`config.mk`:
```
export PLATFORM = sky130hd
export DESIGN_NAME = prescaled_reload_timer
export DESIGN_NICKNAME = d
export VERILOG_FILES = /design/src/hdl/timer_pkg.sv /design/src/hdl/prescaled_reload_timer.sv
export VERILOG_INCLUDE_DIRS = /design/src /design/src/hdl
export SDC_FILE = /design/constraint.sdc
export NUM_CORES = 1
export LEC_CHECK = 0
export BUFFER_PORTS_ARGS = -buffer_cell sky130_fd_sc_hd__buf_2
export CELL_PAD_IN_SITES_DETAIL_PLACEMENT = 0
export CELL_PAD_IN_SITES_GLOBAL_PLACEMENT = 1
export CORE_MARGIN = 10
export CORE_UTILIZATION = 42
export CTS_CLUSTER_DIAMETER = 40
export CTS_CLUSTER_SIZE = 28
export DETAILED_ROUTE_END_ITERATION = 8
export PLACE_DENSITY_LB_ADDON = 0.1
export REMOVE_ABC_BUFFERS = 1
export SETUP_SLACK_MARGIN = 0.5
export SYNTH_ARGS = -nofsm -noshare
export SYNTH_HDL_FRONTEND = slang
export SYNTH_SLANG_ARGS = --single-unit
```
`constraint.sdc`:
```
create_clock -name hclk -period 2.9 [get_ports hclk]
set_clock_uncertainty 0.15 [all_clocks]
set_input_delay 0.29 -clock hclk [delete_from_list [all_inputs] [get_ports hclk]]
set_output_delay 0.29 -clock hclk [all_outputs]
set_load 0.01 [all_outputs]
```
`src/hdl/timer_defs.svh`:
```
// Functional notes
// RQ1: 8-bit timer behind 8-bit prescaler, shared addresses
// RQ2: secondary reload kept but unused in timer mode
// RQ3: mode field bits 5:4, 00 is timer
// RQ4: source undivided, div2, div8 or companion underflow
// RQ5: decrement, reload from primary, keep counting
// RQ6: underflow every (n+1)(m+1) source cycles
// RQ7: start flag 1 counts, 0 stops
// RQ8: underflow raises timer interrupt request
// RQ9: timer mode leaves waveform pin as port
// RQ10: period and prescaler reads return live counts
// RQ11: stopped write loads reload and counter
// RQ12: running write-control 0: latch, copy, resume
// RQ13: write-control 1 writes reload only, next reload
// RQ14: write-control 0 running write sets request flag
// RQ15: software writes zero to output control bits 4:0
// RQ16: prescaler per tick, timer per prescaler underflow
`ifndef TIMER_DEFS_SVH
`define TIMER_DEFS_SVH
`define OFF_MODE      8'h80
`define OFF_WAVE_CTL  8'h84
`define OFF_PERIOD    8'h88
`define OFF_PRESCALE  8'h8C
`define OFF_SECONDARY 8'h90
`define OFF_SRCSEL    8'h94
`define OFF_STATUS    8'h98
`define OFF_MASK      8'h9C
`define MODE_LSB      4
`define WC_BIT        6
`define START_BIT     7
`define MODE_WMASK    8'hF0
`define WAVE_WMASK    8'hE0
`define RST_BYTE      8'h00
`define DIV8_LAST     3'h7
`endif

```
`src/hdl/timer_pkg.sv`:
```
package timer_pkg;
	typedef enum logic [3:0] {
		ST_IDLE   = 4'b0001,
		ST_LATCH  = 4'b0010,
		ST_COPY   = 4'b0100,
		ST_RESUME = 4'b1000
	} wstate_t;
	typedef enum logic [1:0] {
		SRC_UNDIV  = 2'b00,
		SRC_DIV2   = 2'b01,
		SRC_DIV8   = 2'b10,
		SRC_COMPAN = 2'b11
	} src_t;
	typedef enum logic [1:0] {
		MODE_TIMER = 2'b00,
		MODE_WAVE  = 2'b01,
		MODE_OS    = 2'b10,
		MODE_WOS   = 2'b11
	} mode_t;
	typedef struct packed {
		logic [7:0]  mode_reg;
		logic [7:0]  wave_ctl_reg;
		logic [7:0]  sec_reg;
		logic [7:0]  pres_rel;
		logic [7:0]  pres_cnt;
		logic [7:0]  tmr_rel;
		logic [7:0]  tmr_cnt;
		logic [7:0]  staged_per;
		logic [7:0]  staged_pres;
		logic        pend_per;
		logic        pend_pres;
		src_t        src_sel;
		logic        stat;
		logic        mask;
		logic [2:0]  div_cnt;
		wstate_t     wstate;
		logic        dp_wr;
		logic        dp_rd;
		logic [7:0]  dp_addr;
		logic [31:0] hrdata;
		logic        hreadyout;
		logic        hresp;
		logic        irq;
		logic        pin;
	} state_t;
endpackage : timer_pkg

```
`src/hdl/prescaled_reload_timer.sv`:
```
`timescale 1ns/1ps
`include "timer_defs.svh"
module prescaled_reload_timer (
	input  wire logic        hclk,
	input  wire logic        hresetn,
	input  wire logic        hsel,
	input  wire logic [1:0]  htrans,
	input  wire logic [31:0] haddr,
	input  wire logic        hwrite,
	input  wire logic [2:0]  hsize,
	input  wire logic [31:0] hwdata,
	input  wire logic        hready,
	input  wire logic        companion_underflow,
	output logic      [31:0] hrdata,
	output logic             hreadyout,
	output logic             hresp,
	output logic             irq,
	output logic             waveform_output_pin
);
	import timer_pkg::*;

	state_t r_reg;
	state_t r_next;
	logic   tick;
	logic   uf;
	logic   run_ok;
	logic   wr_now;

	function automatic logic [7:0] read_mux(input state_t s, input logic [7:0] a);
		logic [7:0] v;
		v = 8'h00;
		case (a)
			`OFF_MODE:      v = s.mode_reg;
			`OFF_WAVE_CTL:  v = s.wave_ctl_reg;
			`OFF_PERIOD:    v = s.tmr_cnt; // RQ10
			`OFF_PRESCALE:  v = s.pres_cnt; // RQ10
			`OFF_SECONDARY: v = s.sec_reg;
			`OFF_SRCSEL:    v = {6'h00, s.src_sel};
			`OFF_STATUS:    v = {7'h00, s.stat};
			`OFF_MASK:      v = {7'h00, s.mask};
			default:        v = 8'h00;
		endcase
		return v;
	endfunction : read_mux

	always_comb begin
		r_next = r_reg;
		wr_now = r_reg.dp_wr;
		// free-running divider gives the internal prescaled sources
		r_next.div_cnt = r_reg.div_cnt + 3'h1;
		case (r_reg.src_sel) // RQ4
			SRC_UNDIV:  tick = 1'b1;
			SRC_DIV2:   tick = r_reg.div_cnt[0];
			SRC_DIV8:   tick = (r_reg.div_cnt == `DIV8_LAST);
			SRC_COMPAN: tick = companion_underflow;
			default:    tick = 1'b0;
		endcase
		run_ok = r_reg.mode_reg[`START_BIT] &&
			(r_reg.wstate == ST_IDLE || r_reg.wstate == ST_RESUME); // RQ7
		uf = 1'b0;

		// counting chain; only timer mode exists, other codes behave the same
		if (tick && run_ok) begin
			if (r_reg.pres_cnt == 8'h00) begin
				r_next.pres_cnt = r_reg.pres_rel; // RQ16
				if (r_reg.tmr_cnt == 8'h00) begin
					r_next.tmr_cnt = r_reg.tmr_rel; // RQ5 RQ6
					uf = 1'b1;
				end else begin
					r_next.tmr_cnt = r_reg.tmr_cnt - 8'h01; // RQ16
				end
			end else begin
				r_next.pres_cnt = r_reg.pres_cnt - 8'h01; // RQ16
			end
		end

		// staged write sequence of a running write with write-control 0
		case (r_reg.wstate)
			ST_IDLE: begin
			end
			ST_LATCH: begin
				if (tick) begin
					if (r_reg.pend_per)
						r_next.tmr_rel = r_reg.staged_per; // RQ12
					if (r_reg.pend_pres)
						r_next.pres_rel = r_reg.staged_pres; // RQ12
					r_next.wstate = ST_COPY;
				end
			end
			ST_COPY: begin
				if (tick) begin
					if (r_reg.pend_per)
						r_next.tmr_cnt = r_reg.tmr_rel; // RQ12
					if (r_reg.pend_pres)
						r_next.pres_cnt = r_reg.pres_rel; // RQ12
					r_next.wstate = ST_RESUME;
				end
			end
			ST_RESUME: begin
				if (tick) begin
					r_next.wstate = ST_IDLE; // RQ12
					r_next.pend_per = 1'b0;
					r_next.pend_pres = 1'b0;
				end
			end
			default: r_next.wstate = ST_IDLE;
		endcase

		// interrupt status; a new event beats a same-cycle clear
		if (wr_now && r_reg.dp_addr == `OFF_STATUS && hwdata[0])
			r_next.stat = 1'b0;

		// register writes (data phase)
		if (wr_now) begin
			case (r_reg.dp_addr)
				`OFF_MODE: begin
					r_next.mode_reg = hwdata[7:0] & `MODE_WMASK; // RQ3
					if (!hwdata[`START_BIT]) begin
						r_next.wstate = ST_IDLE;
						r_next.pend_per = 1'b0;
						r_next.pend_pres = 1'b0;
					end
				end
				// low bits are reserved; the write mask stores them as zero
				`OFF_WAVE_CTL:  r_next.wave_ctl_reg = hwdata[7:0] & `WAVE_WMASK; // RQ15
				`OFF_SECONDARY: r_next.sec_reg = hwdata[7:0]; // RQ2
				`OFF_SRCSEL:    r_next.src_sel = src_t'(hwdata[1:0]);
				`OFF_MASK:      r_next.mask = hwdata[0];
				`OFF_PERIOD, `OFF_PRESCALE: begin // RQ1
					if (!r_reg.mode_reg[`START_BIT]) begin
						if (r_reg.dp_addr == `OFF_PERIOD) begin
							r_next.tmr_rel = hwdata[7:0]; // RQ11
							r_next.tmr_cnt = hwdata[7:0]; // RQ11
						end else begin
							r_next.pres_rel = hwdata[7:0]; // RQ11
							r_next.pres_cnt = hwdata[7:0]; // RQ11
						end
					end else if (r_reg.mode_reg[`WC_BIT]) begin
						if (r_reg.dp_addr == `OFF_PERIOD)
							r_next.tmr_rel = hwdata[7:0]; // RQ13
						else
							r_next.pres_rel = hwdata[7:0]; // RQ13
					end else begin
						if (r_reg.dp_addr == `OFF_PERIOD) begin
							r_next.staged_per = hwdata[7:0]; // RQ12
							r_next.pend_per = 1'b1;
						end else begin
							r_next.staged_pres = hwdata[7:0]; // RQ12
							r_next.pend_pres = 1'b1;
						end
						r_next.wstate = ST_LATCH; // RQ12
						r_next.stat = 1'b1; // RQ14
					end
				end
				default: begin
				end
			endcase
		end

		if (uf)
			r_next.stat = 1'b1; // RQ8

		// bus: writes finish with no wait, reads take one wait state
		r_next.dp_wr = 1'b0;
		r_next.dp_rd = 1'b0;
		r_next.hreadyout = 1'b1;
		// no access can fail, so the response is always okay
		r_next.hresp = 1'b0;
		if (r_reg.dp_rd) begin
			r_next.hrdata = {24'h00_0000, read_mux(r_reg, r_reg.dp_addr)};
		end else if (hsel && htrans[1] && hready && hsize == 3'b010) begin
			r_next.dp_addr = haddr[7:0];
			r_next.dp_wr = hwrite;
			r_next.dp_rd = !hwrite;
			r_next.hreadyout = hwrite;
		end

		r_next.irq = r_next.stat && r_next.mask;
		// in timer mode the pin belongs to the port logic; idles low
		r_next.pin = 1'b0; // RQ9
	end

	always_ff @(posedge hclk or negedge hresetn) begin
		if (!hresetn) begin
			r_reg <= '{
				mode_reg: `RST_BYTE, wave_ctl_reg: `RST_BYTE, sec_reg: `RST_BYTE,
				pres_rel: `RST_BYTE, pres_cnt: `RST_BYTE, tmr_rel: `RST_BYTE,
				tmr_cnt: `RST_BYTE, staged_per: `RST_BYTE, staged_pres: `RST_BYTE,
				pend_per: 1'b0, pend_pres: 1'b0, src_sel: SRC_UNDIV, stat: 1'b0,
				mask: 1'b0, div_cnt: 3'h0, wstate: ST_IDLE, dp_wr: 1'b0,
				dp_rd: 1'b0, dp_addr: 8'h00, hrdata: 32'h0000_0000,
				hreadyout: 1'b1, hresp: 1'b0, irq: 1'b0, pin: 1'b0};
		end else begin
			r_reg <= r_next;
		end
	end

	assign hrdata = r_reg.hrdata;
	assign hreadyout = r_reg.hreadyout;
	assign hresp = r_reg.hresp;
	assign irq = r_reg.irq;
	assign waveform_output_pin = r_reg.pin;

	property p_underflow_reload;
		@(posedge hclk) disable iff (!hresetn)
		uf && !wr_now |=> r_reg.tmr_cnt == $past(r_reg.tmr_rel);
	endproperty
	a_underflow_reload: assert property (p_underflow_reload) // RQ5
		else $error("timer did not reload from primary on underflow");

	property p_irq_on_underflow;
		@(posedge hclk) disable iff (!hresetn)
		uf |=> r_reg.stat && (r_reg.irq == r_reg.mask);
	endproperty
	a_irq_on_underflow: assert property (p_irq_on_underflow) // RQ8
		else $error("underflow did not raise the request");

	property p_stop_holds;
		@(posedge hclk) disable iff (!hresetn)
		!r_reg.mode_reg[`START_BIT] && !wr_now |=>
			$stable(r_reg.tmr_cnt) && $stable(r_reg.pres_cnt);
	endproperty
	a_stop_holds: assert property (p_stop_holds) // RQ7
		else $error("counters moved while stopped");

	property p_stopped_write;
		@(posedge hclk) disable iff (!hresetn)
		wr_now && r_reg.dp_addr == `OFF_PERIOD && !r_reg.mode_reg[`START_BIT] |=>
			r_reg.tmr_cnt == $past(hwdata[7:0]) && r_reg.tmr_rel == $past(hwdata[7:0]);
	endproperty
	a_stopped_write: assert property (p_stopped_write) // RQ11
		else $error("stopped write did not load reload and counter");

	property p_wc1_reload_only;
		@(posedge hclk) disable iff (!hresetn)
		wr_now && r_reg.dp_addr == `OFF_PERIOD && r_reg.mode_reg[`START_BIT] &&
			r_reg.mode_reg[`WC_BIT] && r_reg.wstate == ST_IDLE && !tick |=>
			r_reg.tmr_rel == $past(hwdata[7:0]) && $stable(r_reg.tmr_cnt);
	endproperty
	a_wc1_reload_only: assert property (p_wc1_reload_only) // RQ13
		else $error("write-control 1 write missed the reload register");

	property p_wc0_sequence;
		@(posedge hclk) disable iff (!hresetn)
		wr_now && r_reg.dp_addr == `OFF_PERIOD && r_reg.mode_reg[`START_BIT] &&
			!r_reg.mode_reg[`WC_BIT] |=> r_reg.stat && r_reg.wstate == ST_LATCH;
	endproperty
	a_wc0_sequence: assert property (p_wc0_sequence) // RQ14
		else $error("running write-control 0 write did not stage or flag");

	property p_prescale_step;
		@(posedge hclk) disable iff (!hresetn)
		tick && run_ok && r_reg.pres_cnt != 8'h00 && !wr_now |=>
			r_reg.pres_cnt == $past(r_reg.pres_cnt) - 8'h01;
	endproperty
	a_prescale_step: assert property (p_prescale_step) // RQ16
		else $error("prescaler did not step on count source");

	property p_pin_port;
		@(posedge hclk) disable iff (!hresetn)
		r_reg.mode_reg[5:4] == MODE_TIMER |=> !waveform_output_pin;
	endproperty
	a_pin_port: assert property (p_pin_port) // RQ9
		else $error("timer mode drove the waveform pin");

	property p_read_wait;
		@(posedge hclk) disable iff (!hresetn)
		hsel && htrans[1] && hready && !hwrite && hsize == 3'b010 && !r_reg.dp_rd
			|=> !hreadyout ##1 hreadyout;
	endproperty
	a_read_wait: assert property (p_read_wait)
		else $error("read did not take exactly one wait state");

	property p_latch_reload;
		@(posedge hclk) disable iff (!hresetn)
		r_reg.wstate == ST_LATCH && tick && r_reg.pend_per && !wr_now |=>
			r_reg.tmr_rel == $past(r_reg.staged_per) && r_reg.wstate == ST_COPY;
	endproperty
	a_latch_reload: assert property (p_latch_reload) // RQ12
		else $error("staged period did not reach the reload register");

	property p_copy_counter;
		@(posedge hclk) disable iff (!hresetn)
		r_reg.wstate == ST_COPY && tick && r_reg.pend_per && !wr_now |=>
			r_reg.tmr_cnt == $past(r_reg.tmr_rel) && r_reg.wstate == ST_RESUME;
	endproperty
	a_copy_counter: assert property (p_copy_counter) // RQ12
		else $error("reload was not copied to the counter");

	// the staged sequence must not let the counters run early
	property p_staged_hold;
		@(posedge hclk) disable iff (!hresetn)
		r_reg.wstate == ST_LATCH && !wr_now |=>
			$stable(r_reg.tmr_cnt) && $stable(r_reg.pres_cnt);
	endproperty
	a_staged_hold: assert property (p_staged_hold) // RQ12
		else $error("counters moved before the staged copy");

	property p_resume_idle;
		@(posedge hclk) disable iff (!hresetn)
		r_reg.wstate == ST_RESUME && tick && !wr_now |=>
			r_reg.wstate == ST_IDLE && !r_reg.pend_per;
	endproperty
	a_resume_idle: assert property (p_resume_idle) // RQ12
		else $error("staged sequence did not finish on the third tick");

	property p_status_clear;
		@(posedge hclk) disable iff (!hresetn)
		wr_now && r_reg.dp_addr == `OFF_STATUS && hwdata[0] && !uf |=>
			!r_reg.stat;
	endproperty
	a_status_clear: assert property (p_status_clear) // RQ8
		else $error("writing one did not clear the request");

	property p_stop_cancels;
		@(posedge hclk) disable iff (!hresetn)
		wr_now && r_reg.dp_addr == `OFF_MODE && !hwdata[`START_BIT] |=>
			r_reg.wstate == ST_IDLE && !r_reg.pend_per && !r_reg.pend_pres;
	endproperty
	a_stop_cancels: assert property (p_stop_cancels) // RQ7
		else $error("stop did not cancel a staged write");

	property p_write_no_wait;
		@(posedge hclk) disable iff (!hresetn)
		hsel && htrans[1] && hready && hwrite && hsize == 3'b010 |=>
			hreadyout;
	endproperty
	a_write_no_wait: assert property (p_write_no_wait)
		else $error("write data phase was stalled");

	property p_read_upper_zero;
		@(posedge hclk) disable iff (!hresetn)
		r_reg.dp_rd |=>
			hrdata[31:8] == 24'h00_0000;
	endproperty
	a_read_upper_zero: assert property (p_read_upper_zero) // RQ1
		else $error("read data wider than one byte");

	property p_period_read;
		@(posedge hclk) disable iff (!hresetn)
		r_reg.dp_rd && r_reg.dp_addr == `OFF_PERIOD |=>
			hrdata[7:0] == $past(r_reg.tmr_cnt);
	endproperty
	a_period_read: assert property (p_period_read) // RQ10
		else $error("period read did not return the live count");
endmodule : prescaled_reload_timer

```
==> flow_results.xml <==
<?xml version="1.0" encoding="UTF-8"?>
<metrics>
  <group name="layout">
    <metric name="layout_commonest_cell" unit="">sky130_fd_sc_hd__dfrtp_1</metric>
    <metric name="area.growth.synth_to_final" unit="%">17.03</metric>
    <metric name="finalInstanceArea" unit="µm²">5977</metric>
    <metric name="final_net_count" unit="">628</metric>
    <metric name="largest_register_ffs" unit="">85</metric>
    <metric name="final_layout_size_suffix_gt1_share" unit="%">30.32</metric>
    <metric name="finalCoreUtilization" unit="%">49.97</metric>
    <metric name="leading_cell_types_in_the_layout_fill_and_taps_excluded" unit="">93 x sky130_fd_sc_hd__dfrtp_1, 46 x sky130_fd_sc_hd__nand2_1, 34 x sky130_fd_sc_hd__mux2_2, 34 x sky130_fd_sc_hd__buf_2</metric>
    <metric name="layout.cells.non_filler" unit="">701</metric>
    <metric name="fillers" unit="">1152</metric>
    <metric name="final_antenna_diode_count" unit="">0</metric>
  </group>
  <group name="place">
    <metric name="post_dp_cell_area" unit="µm²">5414</metric>
    <metric name="dp_cells" unit="">674</metric>
    <metric name="count_of_buffers_inserted_at_the_top_level_ports" unit="">35</metric>
    <metric name="gp_congestion" unit="">0.8768</metric>
    <metric name="detailedPlacementHpwl" unit="mm">9.592</metric>
  </group>
  <group name="floorplan">
    <metric name="core_area" unit="µm²">11960</metric>
    <metric name="dieArea" unit="µm²">16970</metric>
    <metric name="ioPinCount" unit="">111</metric>
    <metric name="initial_core_util" unit="%">42.70</metric>
    <metric name="num_rows" unit="">40</metric>
    <metric name="die_y" unit="µm">130.3</metric>
    <metric name="die_x" unit="µm">130.3</metric>
  </group>
  <group name="critical_path">
    <metric name="worstReg2RegEnd" unit="">r_reg[77]$_DFF_PN0_</metric>
    <metric name="start_kind" unit="">register</metric>
    <metric name="worst-r2r-setup-slack" unit="ns">0.40</metric>
    <metric name="timing.critical_path.required" unit="ns">2.98</metric>
    <metric name="critical_path.endpoint_type" unit="">register</metric>
    <metric name="worst-endpoint-arrival" unit="ns">2.58</metric>
    <metric name="path_cells" unit="">or4_4 -&gt; or4b_4 -&gt; nor4_4 -&gt; buf_4 -&gt; nor2_2 -&gt; buf_6 -&gt; o22ai_1 -&gt; o21ai_0</metric>
    <metric name="max_stage_delay" unit="ns">0.57</metric>
    <metric name="critical_path_peak_fanout" unit="">5</metric>
    <metric name="slowest_cell_on_the_critical_path" unit="">sky130_fd_sc_hd__or4b_4</metric>
    <metric name="timing.critical_path.buf_inv" unit="">2</metric>
    <metric name="reg2regPathDepth" unit="">8</metric>
    <metric name="r2r-start" unit="">r_reg[94]$_DFF_PN0_</metric>
    <metric name="criticalPathCategory" unit="">reg2reg</metric>
    <metric name="cpLargestDelayFamily" unit="">simple AND/OR/NAND/NOR gates</metric>
  </group>
  <group name="yosys">
    <metric name="post_synth_instance_area" unit="µm²">5107</metric>
    <metric name="synth-xor-area-share" unit="%">1.200</metric>
    <metric name="ys.flop_type" unit="">sky130_fd_sc_hd__dfrtp_1</metric>
    <metric name="synth-edff-count" unit="">0</metric>
    <metric name="synth_async_sr_flop_share" unit="%">100.0</metric>
    <metric name="synth.lib_cells_used.distinct" unit="">58</metric>
    <metric name="post_synth_and_or_nand_nor_area_fraction" unit="%">16.71</metric>
    <metric name="postSynthAreaPerCell" unit="µm²">10.21</metric>
    <metric name="muxShareOfSynthArea" unit="%">14.55</metric>
    <metric name="adder_cell_fraction_of_synth_area" unit="%">0.9799</metric>
    <metric name="postSynthRegisterBits" unit="">96</metric>
    <metric name="synth_top_family_by_area" unit="">simple AND/OR/NAND/NOR gates</metric>
    <metric name="ys.warnings.count" unit="">0</metric>
    <metric name="synth_compound_gate_area_share" unit="%">11.29</metric>
    <metric name="netlist_instances" unit="">500</metric>
    <metric name="synth_seq_area_share" unit="%">47.08</metric>
  </group>
  <group name="clock_tree">
    <metric name="cts.clk_slew.worst_paths" unit="ns">0.07</metric>
    <metric name="worstSkewPairLatency" unit="ns">0.35</metric>
    <metric name="htree_levels" unit="">3</metric>
    <metric name="tritoncts" unit="">done</metric>
    <metric name="clockBufferDepth" unit="">2</metric>
    <metric name="cts_buffers" unit="">9</metric>
    <metric name="clock_sink_count" unit="">96</metric>
    <metric name="cts-root-buf" unit="">sky130_fd_sc_hd__clkbuf_16</metric>
  </group>
  <group name="drt">
    <metric name="detail_route.wl_per_cell" unit="µm">18.75</metric>
    <metric name="viasPerCell" unit="">5.452</metric>
    <metric name="num_vias" unit="">3822</metric>
    <metric name="drt_pass1_iterations" unit="">4</metric>
    <metric name="detailedRoute.firstIterationViolations" unit="">427</metric>
    <metric name="drc" unit="">0</metric>
    <metric name="postRouteWirelength" unit="mm">13.15</metric>
    <metric name="antenna_left" unit="">0</metric>
  </group>
  <group name="sta">
    <metric name="slew_viol_final" unit="">0</metric>
    <metric name="timing.fmax" unit="MHz">400.6</metric>
    <metric name="period_minus_slack" unit="ns">2.496</metric>
    <metric name="rsz0062_at_grt" unit="">yes</metric>
    <metric name="final.period_utilization" unit="%">86.08</metric>
    <metric name="worst_pin_slew" unit="ns">0.6638</metric>
    <metric name="finalSetupTns" unit="ns">0</metric>
    <metric name="finalHoldViolations" unit="">0</metric>
    <metric name="setup_violations" unit="">0</metric>
    <metric name="final.hold.worst_slack" unit="ns">0.01765</metric>
    <metric name="slew_headroom" unit="%">55.75</metric>
  </group>
  <group name="pwr">
    <metric name="power_density" unit="nW/µm²">642.3</metric>
    <metric name="power_leakage" unit="nW">2.612</metric>
    <metric name="ir_worst_vdd" unit="V">0.0003585</metric>
  </group>
  <group name="global_route">
    <metric name="grt_start_max_net_pins" unit="">51</metric>
    <metric name="initial_antenna_violation_count" unit="">0</metric>
    <metric name="global_route.usage.met1" unit="%">21.64</metric>
    <metric name="grt_busiest_layer" unit="">met2</metric>
    <metric name="grtUsageMet2" unit="%">25.22</metric>
    <metric name="first_pass_grt_wire_length" unit="mm">21.00</metric>
    <metric name="global_route_met3_usage" unit="%">3.002</metric>
    <metric name="vias_in_the_first_global_route" unit="">3746</metric>
    <metric name="grt_util_all_layers" unit="%">16.01</metric>
    <metric name="sum_of_overflow_across_all_layers_after_global_routing" unit="">0</metric>
  </group>
  <group name="min_path">
    <metric name="worstHoldEndpoint" unit="">hreadyout$_DFF_PN1_</metric>
    <metric name="worstHoldPathCells" unit="">2</metric>
    <metric name="worst_hold_path_type" unit="">in2reg</metric>
    <metric name="worst_hold_startpoint" unit="">hwrite</metric>
  </group>
  <group name="outcome">
    <metric name="outcome" unit="">finished, final reports clean</metric>
  </group>
  <group name="run">
    <metric name="max_cap_violations" unit="">0</metric>
  </group>
</metrics>
## synthesized netlist by cell type, types with 2 or more instances
cell / n / area (µm²)
sky130_fd_sc_hd__mux2i_1: 27 / 270.3
sky130_fd_sc_hd__o211ai_1: 2 / 15.01
sky130_fd_sc_hd__o22ai_1: 11 / 68.82
sky130_fd_sc_hd__ha_1: 4 / 50.05
sky130_fd_sc_hd__nor2_1: 30 / 112.6
sky130_fd_sc_hd__nor3b_1: 3 / 22.52
sky130_fd_sc_hd__nor4_1: 7 / 43.79
sky130_fd_sc_hd__mux2_2: 42 / 473.0
sky130_fd_sc_hd__a21o_1: 2 / 15.01
sky130_fd_sc_hd__nand2_1: 48 / 180.2
sky130_fd_sc_hd__a31oi_1: 2 / 12.51
sky130_fd_sc_hd__clkbuf_1: 17 / 63.81
sky130_fd_sc_hd__nand2b_1: 5 / 31.28
sky130_fd_sc_hd__or3_1: 2 / 12.51
sky130_fd_sc_hd__a2bb2oi_1: 3 / 26.28
sky130_fd_sc_hd__buf_4: 35 / 262.8
sky130_fd_sc_hd__nor3_2: 3 / 30.03
sky130_fd_sc_hd__a211o_1: 2 / 17.52
sky130_fd_sc_hd__nand3_1: 13 / 65.06
sky130_fd_sc_hd__nor2b_1: 4 / 25.02
sky130_fd_sc_hd__nand3b_1: 3 / 22.52
sky130_fd_sc_hd__xor2_1: 2 / 17.52
sky130_fd_sc_hd__or4_1: 2 / 15.01
sky130_fd_sc_hd__inv_1: 16 / 60.06
sky130_fd_sc_hd__o21ai_0: 32 / 160.2
sky130_fd_sc_hd__nor3_1: 13 / 65.06
sky130_fd_sc_hd__and2_1: 2 / 12.51
sky130_fd_sc_hd__dfstp_2: 2 / 52.55
sky130_fd_sc_hd__xnor2_1: 5 / 43.79
sky130_fd_sc_hd__a21oi_1: 20 / 100.1
sky130_fd_sc_hd__a221o_1: 7 / 70.07
sky130_fd_sc_hd__nand4_1: 6 / 37.54
sky130_fd_sc_hd__and4_1: 2 / 17.52
sky130_fd_sc_hd__and3_1: 6 / 37.54
sky130_fd_sc_hd__buf_1: 3 / 11.26
sky130_fd_sc_hd__a31o_2: 2 / 17.52
sky130_fd_sc_hd__dfrtp_1: 94 / 2352
## power by group
group	total (mW)	leakage [nW]	internal (mW)	switching (mW)
Clock	1.26	0.156	0.753	0.508
Sequential	1.67	1.23	1.48	0.195
Combinational	0.906	1.23	0.433	0.473
## cell type report
type / count / area (µm²) / share of cell area [%]
repair buffers: 70 / 494.2 / 8.269
inverters: 16 / 60.06 / 1.005
multi-input cells: 356 / 2520 / 42.16
clock inverters: 6 / 83.83 / 1.403
clock buffers: 10 / 229.0 / 3.831
well taps: 147 / 183.9 / 3.077
flip-flops and latches: 96 / 2406 / 40.26
## layer usage
layer / up-vias / wire length, µm
met5: - / 0
met1: 1896 / 6046
met4: 0 / 180
met2: 89 / 6047
met3: 11 / 871
li1: 1826 / -
## worst register-to-register path: cells and delay by family, from the launching register on
family          cells  cell delay, ns
buf+inv             2            0.31
simple gates        4            1.31
compound gates      2            0.23
flops               1            0.38
## through the flow
step	total power [mW]	worst slack [ns]
after floorplan	2.185	0.3321
after global placement	2.499	0.3149
after detailed placement	2.517	0.3131
after CTS	3.825	0.4310
after global routing	4.047	0.3192
final	3.839	0.4035
## what timing repair did
item / in CTS / in global routing
endpoints found under the hold margin: 47 / 0
pin swaps: 16 / 18
hold buffers: 1 / 0
resized for setup: 19 / 32
buffers inserted: 5 / 5
endpoints found under the setup margin: 48 / 59
## how the worst max path moves through the flow
stage,startpoint,endpoint,slack [ns],cells after the start
finish,r_reg[94]$_DFF_PN0_,r_reg[77]$_DFF_PN0_,0.40,8
global route,r_reg[94]$_DFF_PN0_,r_reg[78]$_DFF_PN0_,0.32,7
CTS,r_reg[94]$_DFF_PN0_,r_reg[80]$_DFF_PN0_,0.43,7
detailed placement,r_reg[40]$_DFFE_PN0P_,r_reg[95]$_DFF_PN0_,0.31,6
global placement,r_reg[40]$_DFFE_PN0P_,r_reg[94]$_DFF_PN0_,0.31,6
floorplan,r_reg[40]$_DFFE_PN0P_,r_reg[95]$_DFF_PN0_,0.33,6
## logic make-up (layout without fill, tap and decap cells)
group,after synthesis,count (layout)
DFF,96,96
other,1,26
muxes,69,69
xor gates and xnor gates,7,7
and+or+nand+nor,158,158
buffers and inverters,73,102
adders and majority gates,4,4
AOI/OAI and AO/OA,92,92
Power figures use the tool's default switching activity.
